==> config.mk <==
export PLATFORM = sky130hd
export DESIGN_NAME = supply_monitor_ctrl
export DESIGN_NICKNAME = d
export VERILOG_FILES = /design/src/supply_monitor_ctrl.v
export VERILOG_INCLUDE_DIRS = /design/src
export SDC_FILE = /design/constraint.sdc
export NUM_CORES = 1
export LEC_CHECK = 0
export ABC_AREA = 1
export BUFFER_PORTS_ARGS = -buffer_cell sky130_fd_sc_hd__buf_4
export CAP_MARGIN = 30
export CORE_MARGIN = 2
export CORE_UTILIZATION = 43
export CTS_CLUSTER_SIZE = 14
export DETAILED_ROUTE_END_ITERATION = 8
export PLACE_DENSITY = 0.74
export SYNTH_ARGS = -nofsm -noshare
export SYNTH_HDL_FRONTEND = slang
export SYNTH_SLANG_ARGS = --single-unit
==> constraint.sdc <==
create_clock -name mclk_i -period 0.8 [get_ports mclk_i]
set_input_delay 0.08 -clock mclk_i [delete_from_list [all_inputs] [get_ports mclk_i]]
set_output_delay 0.08 -clock mclk_i [all_outputs]
set_load 0.01 [all_outputs]
==> src/supply_monitor_consts.vh <==
/*
  Offsets, field positions and reset values of the supply voltage monitor.
  Assumes inclusion by bare name from the design file.
*/
`ifndef SUPPLY_MONITOR_CONSTS_VH
`define SUPPLY_MONITOR_CONSTS_VH

`define SM_ADDR_W             12
`define SM_OFF_FLAGS_LEVELS   12'h0fc6
`define SM_OFF_ENABLE_MODE    12'h0fc7
`define SM_RESET_FLAGS_LEVELS 8'h00
`define SM_RESET_ENABLE_MODE  8'h00

`define SM_LVL1_LO            0
`define SM_LIVE1_BIT          2
`define SM_STICKY1_BIT        3
`define SM_LVL2_LO            4
`define SM_LIVE2_BIT          6
`define SM_STICKY2_BIT        7

`define SM_EN1_BIT            0
`define SM_MOD1_BIT           1
`define SM_EN2_BIT            2
`define SM_MOD2_BIT           3
`define SM_WAKE_LO            4

`define SM_WAKE_PIN           2'b00
`define SM_WAKE_SUPPLY        2'b01
`define SM_WAKE_EITHER        2'b10

`endif

==> src/supply_monitor_ctrl.v <==
/*
  Control logic of a two-channel supply voltage monitor: register file,
  comparator synchronisers, sticky and live flags, request outputs, wake select.
  Assumes comparator outputs asynchronous; reset_i is power-on or external only.
*/
// Design decision made here: strobed register access.
`default_nettype none
`include "supply_monitor_consts.vh"

// What this block does
// RULE1 - Enabled channel below level raises interrupt or reset
// RULE2 - Channel one mode bit picks interrupt/reset
// RULE3 - Channel two mode bit picks interrupt/reset
// RULE4 - Channel one enable bit gates its detection
// RULE5 - Channel two enable bit gates its detection
// RULE6 - Channel one sticky flag holds after recovery
// RULE7 - Channel two sticky flag holds after recovery
// RULE8 - Channel one live flag shows comparison
// RULE9 - Channel two live flag shows comparison
// RULE10 - Channel one level field drives comparator select
// RULE11 - Channel two level field drives comparator select
// RULE12 - Hardware set beats software clear
// RULE13 - Software may only clear sticky flags
// RULE14 - First register cleared only by reset
// RULE15 - Second register cleared only by reset
// RULE16 - Top two bits of second register read zero
// RULE17 - Wake field picks stop-mode release source
// RULE18 - Wake codes: pin, supply, either
// RULE19 - Flags update only while channel enabled
// RULE20 - Low-power events act after return to run; reset requests are not gated by run mode and act at once
// RULE21 - Enabling while already low requests at once
// RULE22 - Comparator outputs pass two-flop synchroniser
// RULE23 - Reset request holds while supply stays low
module supply_monitor_ctrl (
  // Clock and reset
  input  wire        mclk_i,
  input  wire        reset_i,
  // Register port
  input  wire [11:0] addr_i,
  input  wire [7:0]  wdata_i,
  input  wire        wr_i,
  input  wire        rd_i,
  output reg  [7:0]  rdata_o,
  // Analog comparators, high while supply is below level
  input  wire        below_one_i,
  input  wire        below_two_i,
  output wire [1:0]  threshold_select_one_o,
  output wire [1:0]  threshold_select_two_o,
  // Operating state and stop pin
  input  wire        run_mode_i,
  input  wire        stop_pin_i,
  // Requests
  output wire        irq_one_o,
  output wire        irq_two_o,
  output wire        rst_req_one_o,
  output wire        rst_req_two_o,
  output wire        wake_o
);

  ////////////////////////////////////////////////////////////////////////////
  // Registers
  reg  [1:0] sync1_ff;
  reg  [1:0] sync2_ff;
  reg  [1:0] lvl_one_ff;
  reg  [1:0] lvl_two_ff;
  reg        sticky_one_ff;
  reg        sticky_two_ff;
  reg        live_one_ff;
  reg        live_two_ff;
  reg        channel_on_one_ff;
  reg        channel_on_two_ff;
  reg        event_kind_one_ff;
  reg        event_kind_two_ff;
  reg  [1:0] wake_source_select_ff;

  wire       low_one;
  wire       low_two;
  wire       act_one;
  wire       act_two;
  wire       wr_fl;
  wire       wr_em;
  wire       nxt_sticky_one;
  wire       nxt_sticky_two;
  wire       nxt_live_one;
  wire       nxt_live_two;
  wire [7:0] nxt_rdata;
  reg        wake_ok;

  ////////////////////////////////////////////////////////////////////////////
  // Comparator synchronisers
  always @(posedge mclk_i or posedge reset_i) begin
    if (reset_i) begin
      sync1_ff <= 2'b00;
      sync2_ff <= 2'b00;
    end else begin
      sync1_ff <= {sync1_ff[0], below_one_i}; // RULE22
      sync2_ff <= {sync2_ff[0], below_two_i}; // RULE22
    end
  end

  assign low_one = sync1_ff[1];
  assign low_two = sync2_ff[1];

  ////////////////////////////////////////////////////////////////////////////
  // Flag updates
  assign act_one = channel_on_one_ff & run_mode_i; // RULE4 RULE19 RULE20
  assign act_two = channel_on_two_ff & run_mode_i; // RULE5 RULE19 RULE20
  assign wr_fl   = wr_i & (addr_i == `SM_OFF_FLAGS_LEVELS);
  assign wr_em   = wr_i & (addr_i == `SM_OFF_ENABLE_MODE);

  assign nxt_sticky_one = (act_one & low_one) ? 1'b1 : // RULE6 RULE12
                          (wr_fl & ~wdata_i[`SM_STICKY1_BIT]) ? 1'b0 : // RULE13
                          sticky_one_ff;
  assign nxt_sticky_two = (act_two & low_two) ? 1'b1 : // RULE7 RULE12
                          (wr_fl & ~wdata_i[`SM_STICKY2_BIT]) ? 1'b0 : // RULE13
                          sticky_two_ff;
  assign nxt_live_one   = act_one ? low_one : live_one_ff; // RULE8 RULE19
  assign nxt_live_two   = act_two ? low_two : live_two_ff; // RULE9 RULE19

  always @(posedge mclk_i or posedge reset_i) begin
    if (reset_i) begin // RULE14
      lvl_one_ff    <= 2'b00;
      lvl_two_ff    <= 2'b00;
      sticky_one_ff <= 1'b0;
      sticky_two_ff <= 1'b0;
      live_one_ff   <= 1'b0;
      live_two_ff   <= 1'b0;
    end else begin
      sticky_one_ff <= nxt_sticky_one;
      sticky_two_ff <= nxt_sticky_two;
      live_one_ff   <= nxt_live_one;
      live_two_ff   <= nxt_live_two;
      if (wr_fl) begin
        lvl_one_ff <= wdata_i[`SM_LVL1_LO+1:`SM_LVL1_LO]; // RULE10
        lvl_two_ff <= wdata_i[`SM_LVL2_LO+1:`SM_LVL2_LO]; // RULE11
      end
    end
  end

  ////////////////////////////////////////////////////////////////////////////
  // Enable and mode register
  always @(posedge mclk_i or posedge reset_i) begin
    if (reset_i) begin // RULE15
      channel_on_one_ff     <= 1'b0;
      event_kind_one_ff     <= 1'b0;
      channel_on_two_ff     <= 1'b0;
      event_kind_two_ff     <= 1'b0;
      wake_source_select_ff <= 2'b00;
    end else if (wr_em) begin
      channel_on_one_ff     <= wdata_i[`SM_EN1_BIT];
      event_kind_one_ff     <= wdata_i[`SM_MOD1_BIT];
      channel_on_two_ff     <= wdata_i[`SM_EN2_BIT];
      event_kind_two_ff     <= wdata_i[`SM_MOD2_BIT];
      wake_source_select_ff <= wdata_i[`SM_WAKE_LO+1:`SM_WAKE_LO]; // RULE17
    end
  end

  ////////////////////////////////////////////////////////////////////////////
  // Requests, level selects and wake
  assign threshold_select_one_o = lvl_one_ff; // RULE10
  assign threshold_select_two_o = lvl_two_ff; // RULE11

  // Combinational so enabling while low requests at once
  assign irq_one_o     = act_one & low_one & ~event_kind_one_ff; // RULE1 RULE2 RULE21
  assign rst_req_one_o = channel_on_one_ff & low_one & event_kind_one_ff; // RULE2 RULE23
  assign irq_two_o     = act_two & low_two & ~event_kind_two_ff; // RULE1 RULE3 RULE21
  assign rst_req_two_o = channel_on_two_ff & low_two & event_kind_two_ff; // RULE3 RULE23

  // Supply recovered on every enabled channel, with at least one channel enabled
  always @* begin
    wake_ok = (channel_on_one_ff | channel_on_two_ff) &
              ~(channel_on_one_ff & low_one) & ~(channel_on_two_ff & low_two);
  end

  assign wake_o = (wake_source_select_ff == `SM_WAKE_PIN)    ? stop_pin_i : // RULE18
                  (wake_source_select_ff == `SM_WAKE_SUPPLY) ? wake_ok : // RULE18
                  (wake_source_select_ff == `SM_WAKE_EITHER) ? (stop_pin_i | wake_ok) :
                  1'b0;

  ////////////////////////////////////////////////////////////////////////////
  // Read port
  assign nxt_rdata =
    (addr_i == `SM_OFF_FLAGS_LEVELS) ?
      {sticky_two_ff, live_two_ff, lvl_two_ff, sticky_one_ff, live_one_ff, lvl_one_ff} :
    (addr_i == `SM_OFF_ENABLE_MODE) ?
      {2'b00, wake_source_select_ff, event_kind_two_ff, channel_on_two_ff, // RULE16
       event_kind_one_ff, channel_on_one_ff} :
    8'h00;

  always @(posedge mclk_i or posedge reset_i) begin
    if (reset_i) begin
      rdata_o <= 8'h00;
    end else begin
      rdata_o <= rd_i ? nxt_rdata : 8'h00;
    end
  end

endmodule // supply_monitor_ctrl
`default_nettype wire

-- Word level (Yosys, flattened, before mapping)
Cells that the tools add are included.
- flip-flop bits (word level): 26
- bits in writable memories: 0
- input bits: 28
- memories: 0
- bits in latches: 0
- bits in read-only memories: 0
- word-level logic and storage cells: 55
- bitwise gates (word level): 24
- add/subtract/negate cells: 0
- multiply operators: 0
- magnitude comparators: 0
- shift-type cells: 0
- eq/ne operators: 4
- muxes and demuxes: 10
- divide/modulo/power cells: 0
- reduce and logical (&&, ||, !) cells: 3
- operator list (operator ; count):
    $eq A12 B12 Y1 const B ; 2
    $and A1 B1 Y1 ; 16
    $mux W8 ; 2
    $mux W1 ; 7
    $mux W6 ; 1
    $not A1 Y1 ; 6
    $reduce_bool A2 Y1 ; 2
    $eq A2 B1 Y1 const B ; 1
    $eq A2 B2 Y1 const B ; 1
    $logic_not A2 Y1 ; 1
    $or A1 B1 Y1 ; 2

-- Longest topological paths before layout
- depth in word-level cells: 8
- depth in mapped cells: 8
- mapped depth without buffers: 7

-- Least setup slack after synthesis
Ideal clock, no wire load.
- path type: input -> register
- start: input port addr_i[5]
- end: register wake_source_select_ff[0]
- stages: 7
- library setup time: 0.117 ns
- path slack: -0.046 ns
- arrival: 0.728 ns
- path buffers: 1
- cell sequence: nor2_2 nand2_1 nor2_2 nand3_2 buf_6 nand2_1 o21ai_2
- word-level cells in the longest chain between the ends: 2
- ends and longest elaborated chain (what ; RTL line ; source):
    from (decl) ; supply_monitor_ctrl.v:39 ; input wire [11:0] addr_i,
    $eq A12 B12 Y1 (no source line) ; -- ;
    $and A1 B1 Y1 ; supply_monitor_ctrl.v:109 ; assign wr_em = wr_i & (addr_i == `SM_OFF_ENABLE_MODE);
    to (signal assigned) ; supply_monitor_ctrl.v:154 ; wake_source_select_ff <= wdata_i[`SM_WAKE_LO+1:`SM_WAKE_LO];
    to (decl) ; supply_monitor_ctrl.v:74 ; reg [1:0] wake_source_select_ff;
No other way between the ends.
A chain may end at the register's enable or synchronous reset.

-- Final worst setup path
- start: register channel_on_two_ff
- end: output port wake_o
- word-level cells in the longest chain between the ends: 7
- elaborated cells between the ends (all ways): 9
- classes of those cells: mux (3); bitwise (6)
- ends and longest elaborated chain (what ; RTL line ; source):
    from (decl) ; supply_monitor_ctrl.v:71 ; reg channel_on_two_ff;
    from (signal assigned) ; supply_monitor_ctrl.v:152 ; channel_on_two_ff <= wdata_i[`SM_EN2_BIT];
    $or A1 B1 Y1 / $and A1 B1 Y1 (equally long branches) ; supply_monitor_ctrl.v:171, supply_monitor_ctrl.v:172 ;
    $and A1 B1 Y1 / $not A1 Y1 (equally long branches) ; supply_monitor_ctrl.v:171, supply_monitor_ctrl.v:172 ;
    $and A1 B1 Y1 (*) ; supply_monitor_ctrl.v:172 ; ~(channel_on_one_ff & low_one) & ~(channel_on_two_ff & low_two);
    $or A1 B1 Y1 ; supply_monitor_ctrl.v:177 ; (wake_source_select_ff == `SM_WAKE_EITHER) ? (stop_pin_i | wake_ok) :
    $mux W1 ; supply_monitor_ctrl.v:177 ;
    $mux W1 (*) ; supply_monitor_ctrl.v:176 ; (wake_source_select_ff == `SM_WAKE_SUPPLY) ? wake_ok :
    $mux W1 (*) ; supply_monitor_ctrl.v:175 ; assign wake_o = (wake_source_select_ff == `SM_WAKE_PIN) ? stop_pin_i :
    to (decl) ; supply_monitor_ctrl.v:57 ; output wire wake_o
Mark *: on every way between the ends. The rest lies on a longest branch, timed or not.

==> out/metrics.yaml <==
fin_crit_ns: 1.37
grt_overflow_total: 0
cp-end-kind: "output port"
power.switching_mw: 0.553
violations: "setup timing"
grt_pass1_vias: 1131
place_hpwl_mm: 2.19
drive_gt1_share_pct: 55.7
grt_use_total_pct: 21.7
p_leak_nw: 1.02
cts_max_level: 1
peakVddDrop_mv: 1.30
status: "finished, violations left"
syn_nets: 159
total_power_mw: 2.54
final_nets: 230
via_count: 1134
area_delta_synth_final_pct: 61.2
met2_usage_pct: 39.1
fmax_mhz: 731
path_max_fanout: 4
core_um2: 2730
finalMaxSlewViolations: 0
grt_max_degree: 27
clkSinkCount: 26
setup_slack_ns: -0.569
critPathRequiredTime_ns: 0.72
max_cap_viol_count: 0
cts_tree: "done"
p_clk_share_pct: 36.0
rsz0062_at_grt: "true"
clkLatencyLatePin_ns: 0.33
viasPerCell: 4.89
syn-cell-area_um2: 1220
initial_utilization_pct: 44.7
period_share_pct: 171
grt_pass1_wl_mm: 5.36
yosysSeqAreaShare_pct: 53.3
critical_path_arrival_ns: 1.29
ys_seq_elements: 26
worst_pin_slew_ns: 0.222
p_sw_share_pct: 21.8
antenna_found_initial: 0
numCtsBuffers: 3
drtIter0Drc: 14
yosys_warnings: 0
synth_cell_type_count: 19
gp_congestion: 0.737
syn_inst: 131
clk_path_buf_depth: 2
wirelength_mm: 3.29
drtAntennaViolNets: 0
hp-class: "input pin to flop"
power_frac_seq_pct: 53.1
die_height_um: 57.3
root_buffer: "clkbuf_4"
ios: 45
fin_hold_ws_ns: 0.0176
clock_skew_ns: 0.00587
cts.clk_slew.worst_paths_ns: 0.15
maxSlewHeadroom_pct: 85.2
die_width_um: 57.3
hold_viol: 0
internal_power_mw: 1.98
num_rows: 19
startpoint_type: "flop"
firstDrtPassIters: 4
globalRouteMet3Util_pct: 3.85
dieArea_um2: 3280
met1_usage_pct: 25.8
grt_busiest_layer: "met2"
drcViolationCount: 0
power_density_nw_per_um2: 1290
crit_type: "flop to output port"
syn_avg_cell_area_um2: 9.32
setup_viol: 27
postLayoutCoreUtil_pct: 72.0
diodes: 0
port_buffers: 43
routedWlPerCell_um: 14.2
pwr-share-comb_pct: 10.9
==> routing by layer <==
layer	share of wire, %	wire, um	vias to the layer above
met2	56	1840	31
met1	38	1230	537
met4	3.1	102	0
li1	-	-	556
met5	0	0	-
met3	3.5	115	10
==> cell families (layout without fill, tap and decap cells) <==
group,count (synthesis),after routing,synth area share (%)
AO/OA/AOI/OAI,22,22,13.0
buffers and inverters,29,99,9.63
flip-flops,26,26,53.3
AND/OR/NAND/NOR,54,54,24.1
==> cells in the mapped netlist <==
master / number / share of area (%)
buf_2: 1 / 0.41
o21ai_2: 12 / 8.6
o2111ai_1: 1 / 0.72
dfrtp_1: 26 / 53
inv_1: 27 / 8.3
nand2_2: 2 / 1.0
o21ai_1: 3 / 1.2
a21oi_1: 1 / 0.41
nor2_8: 1 / 1.6
o21ai_0: 5 / 2.0
nor2_2: 2 / 1.0
nand4_1: 9 / 4.6
nor2_1: 8 / 2.5
nand3_4: 2 / 2.9
nand3_1: 1 / 0.41
buf_6: 1 / 0.92
nand2_1: 27 / 8.3
nand3_2: 1 / 0.82
nor2_4: 1 / 0.92
==> registers in the layout, indices dropped and copies added (netlist names) <==
register and cells:
event_kind_one_ff 1, sync2_ff 2, event_kind_two_ff 1, rdata_o 8, channel_on_one_ff 1, threshold_select_two_o 2, live_two_ff 1, sync1_ff 2
live_one_ff 1, sticky_one_ff 1, wake_source_select_ff 2, threshold_select_one_o 2, channel_on_two_ff 1, sticky_two_ff 1
==> final timing paths <==
| check | startpoint | to | slack [ns] | cells after the start |
|---|---|---|---|---|
| min reg2reg | sync1_ff[0] | sync1_ff[1] | 0.37 | 0 |
| min in group asynchronous | reset_i | live_two_ff | 0.32 | 4 |
| max | channel_on_two_ff | wake_o | -0.57 | 5 |
| max in group asynchronous | reset_i | wake_source_select_ff[1] | 0.33 | 4 |
| max reg2reg | channel_on_one_ff | sticky_one_ff | -0.34 | 8 |
| min | wdata_i[0] | channel_on_one_ff | 0.02 | 3 |
==> power groups by stage <==
stage                     combinational (mW)  clock, mW  sequential, mW
after detailed placement               0.247          0            1.37
after global routing                   0.305      0.994            1.35
after floorplan                       0.0968          0            1.37
final                                  0.277      0.912            1.35
after CTS                              0.270      0.921            1.35
after global placement                 0.240          0            1.37
==> stage by stage <==
step | std cells | setup WS, ns | area (um^2) | TNS (ns)
5_1_grt | 232 | -0.667 | 1970 | -6.78
6_report | 232 | -0.569 | 1970 | -5.30
3_3_place_gp | 214 | -0.187 | 1700 | -3.77
3_5_place_dp | 214 | -0.309 | 1700 | -4.34
2_1_floorplan | 131 | -0.0406 | 1250 | -0.0553
4_1_cts | 229 | -0.546 | 1930 | -4.76
==> worst max-delay path, stage by stage (launching register included) <==
cell	delay, ns
dfrtp_1	0.43
nor2_1	0.06
a21oi_1	0.11
o2111ai_1	0.11
o21ai_1	0.11
buf_4	0.14
==> final cells by class <==
class / count / area (um^2)
clock buffers: 3 / 22.5
clock inverters: 1 / 30.0
fillers: 188 / 766
inverters: 27 / 109
multi-input cells: 76 / 508
flip-flops and latches: 26 / 651
well taps: 31 / 38.8
repair buffers: 68 / 609
==> layout by cell type (no fill, tap or decap) <==
master	instances
o21ai_1	4
buf_6	17
nand4_1	9
buf_4	45
nand2_1	15
nand3_2	1
buf_12	2
nor2_1	6
inv_2	4
inv_1	22
dlygate4sd3_1	4
a21oi_1	1
inv_8	1
dfrtp_1	26
clkbuf_4	3
nand2_2	14
o2111ai_1	1
nor2_4	2
nor2_2	3
nand3_1	1
nor2_8	1
nand3_4	2
bufinv_16	1
o21ai_2	16
==> repair_timing <==
| item | CTS | global route |
|---|---|---|
| buffers inserted | 9 | 5 |
| hold buffers | 4 | 0 |
| setup endpoints to repair | 24 | 29 |
| endpoints found under the hold margin | 29 | 0 |
| resized for setup | 31 | 6 |
| pin swaps | 8 | 1 |
Note: power is estimated with default switching activity, not from simulation.
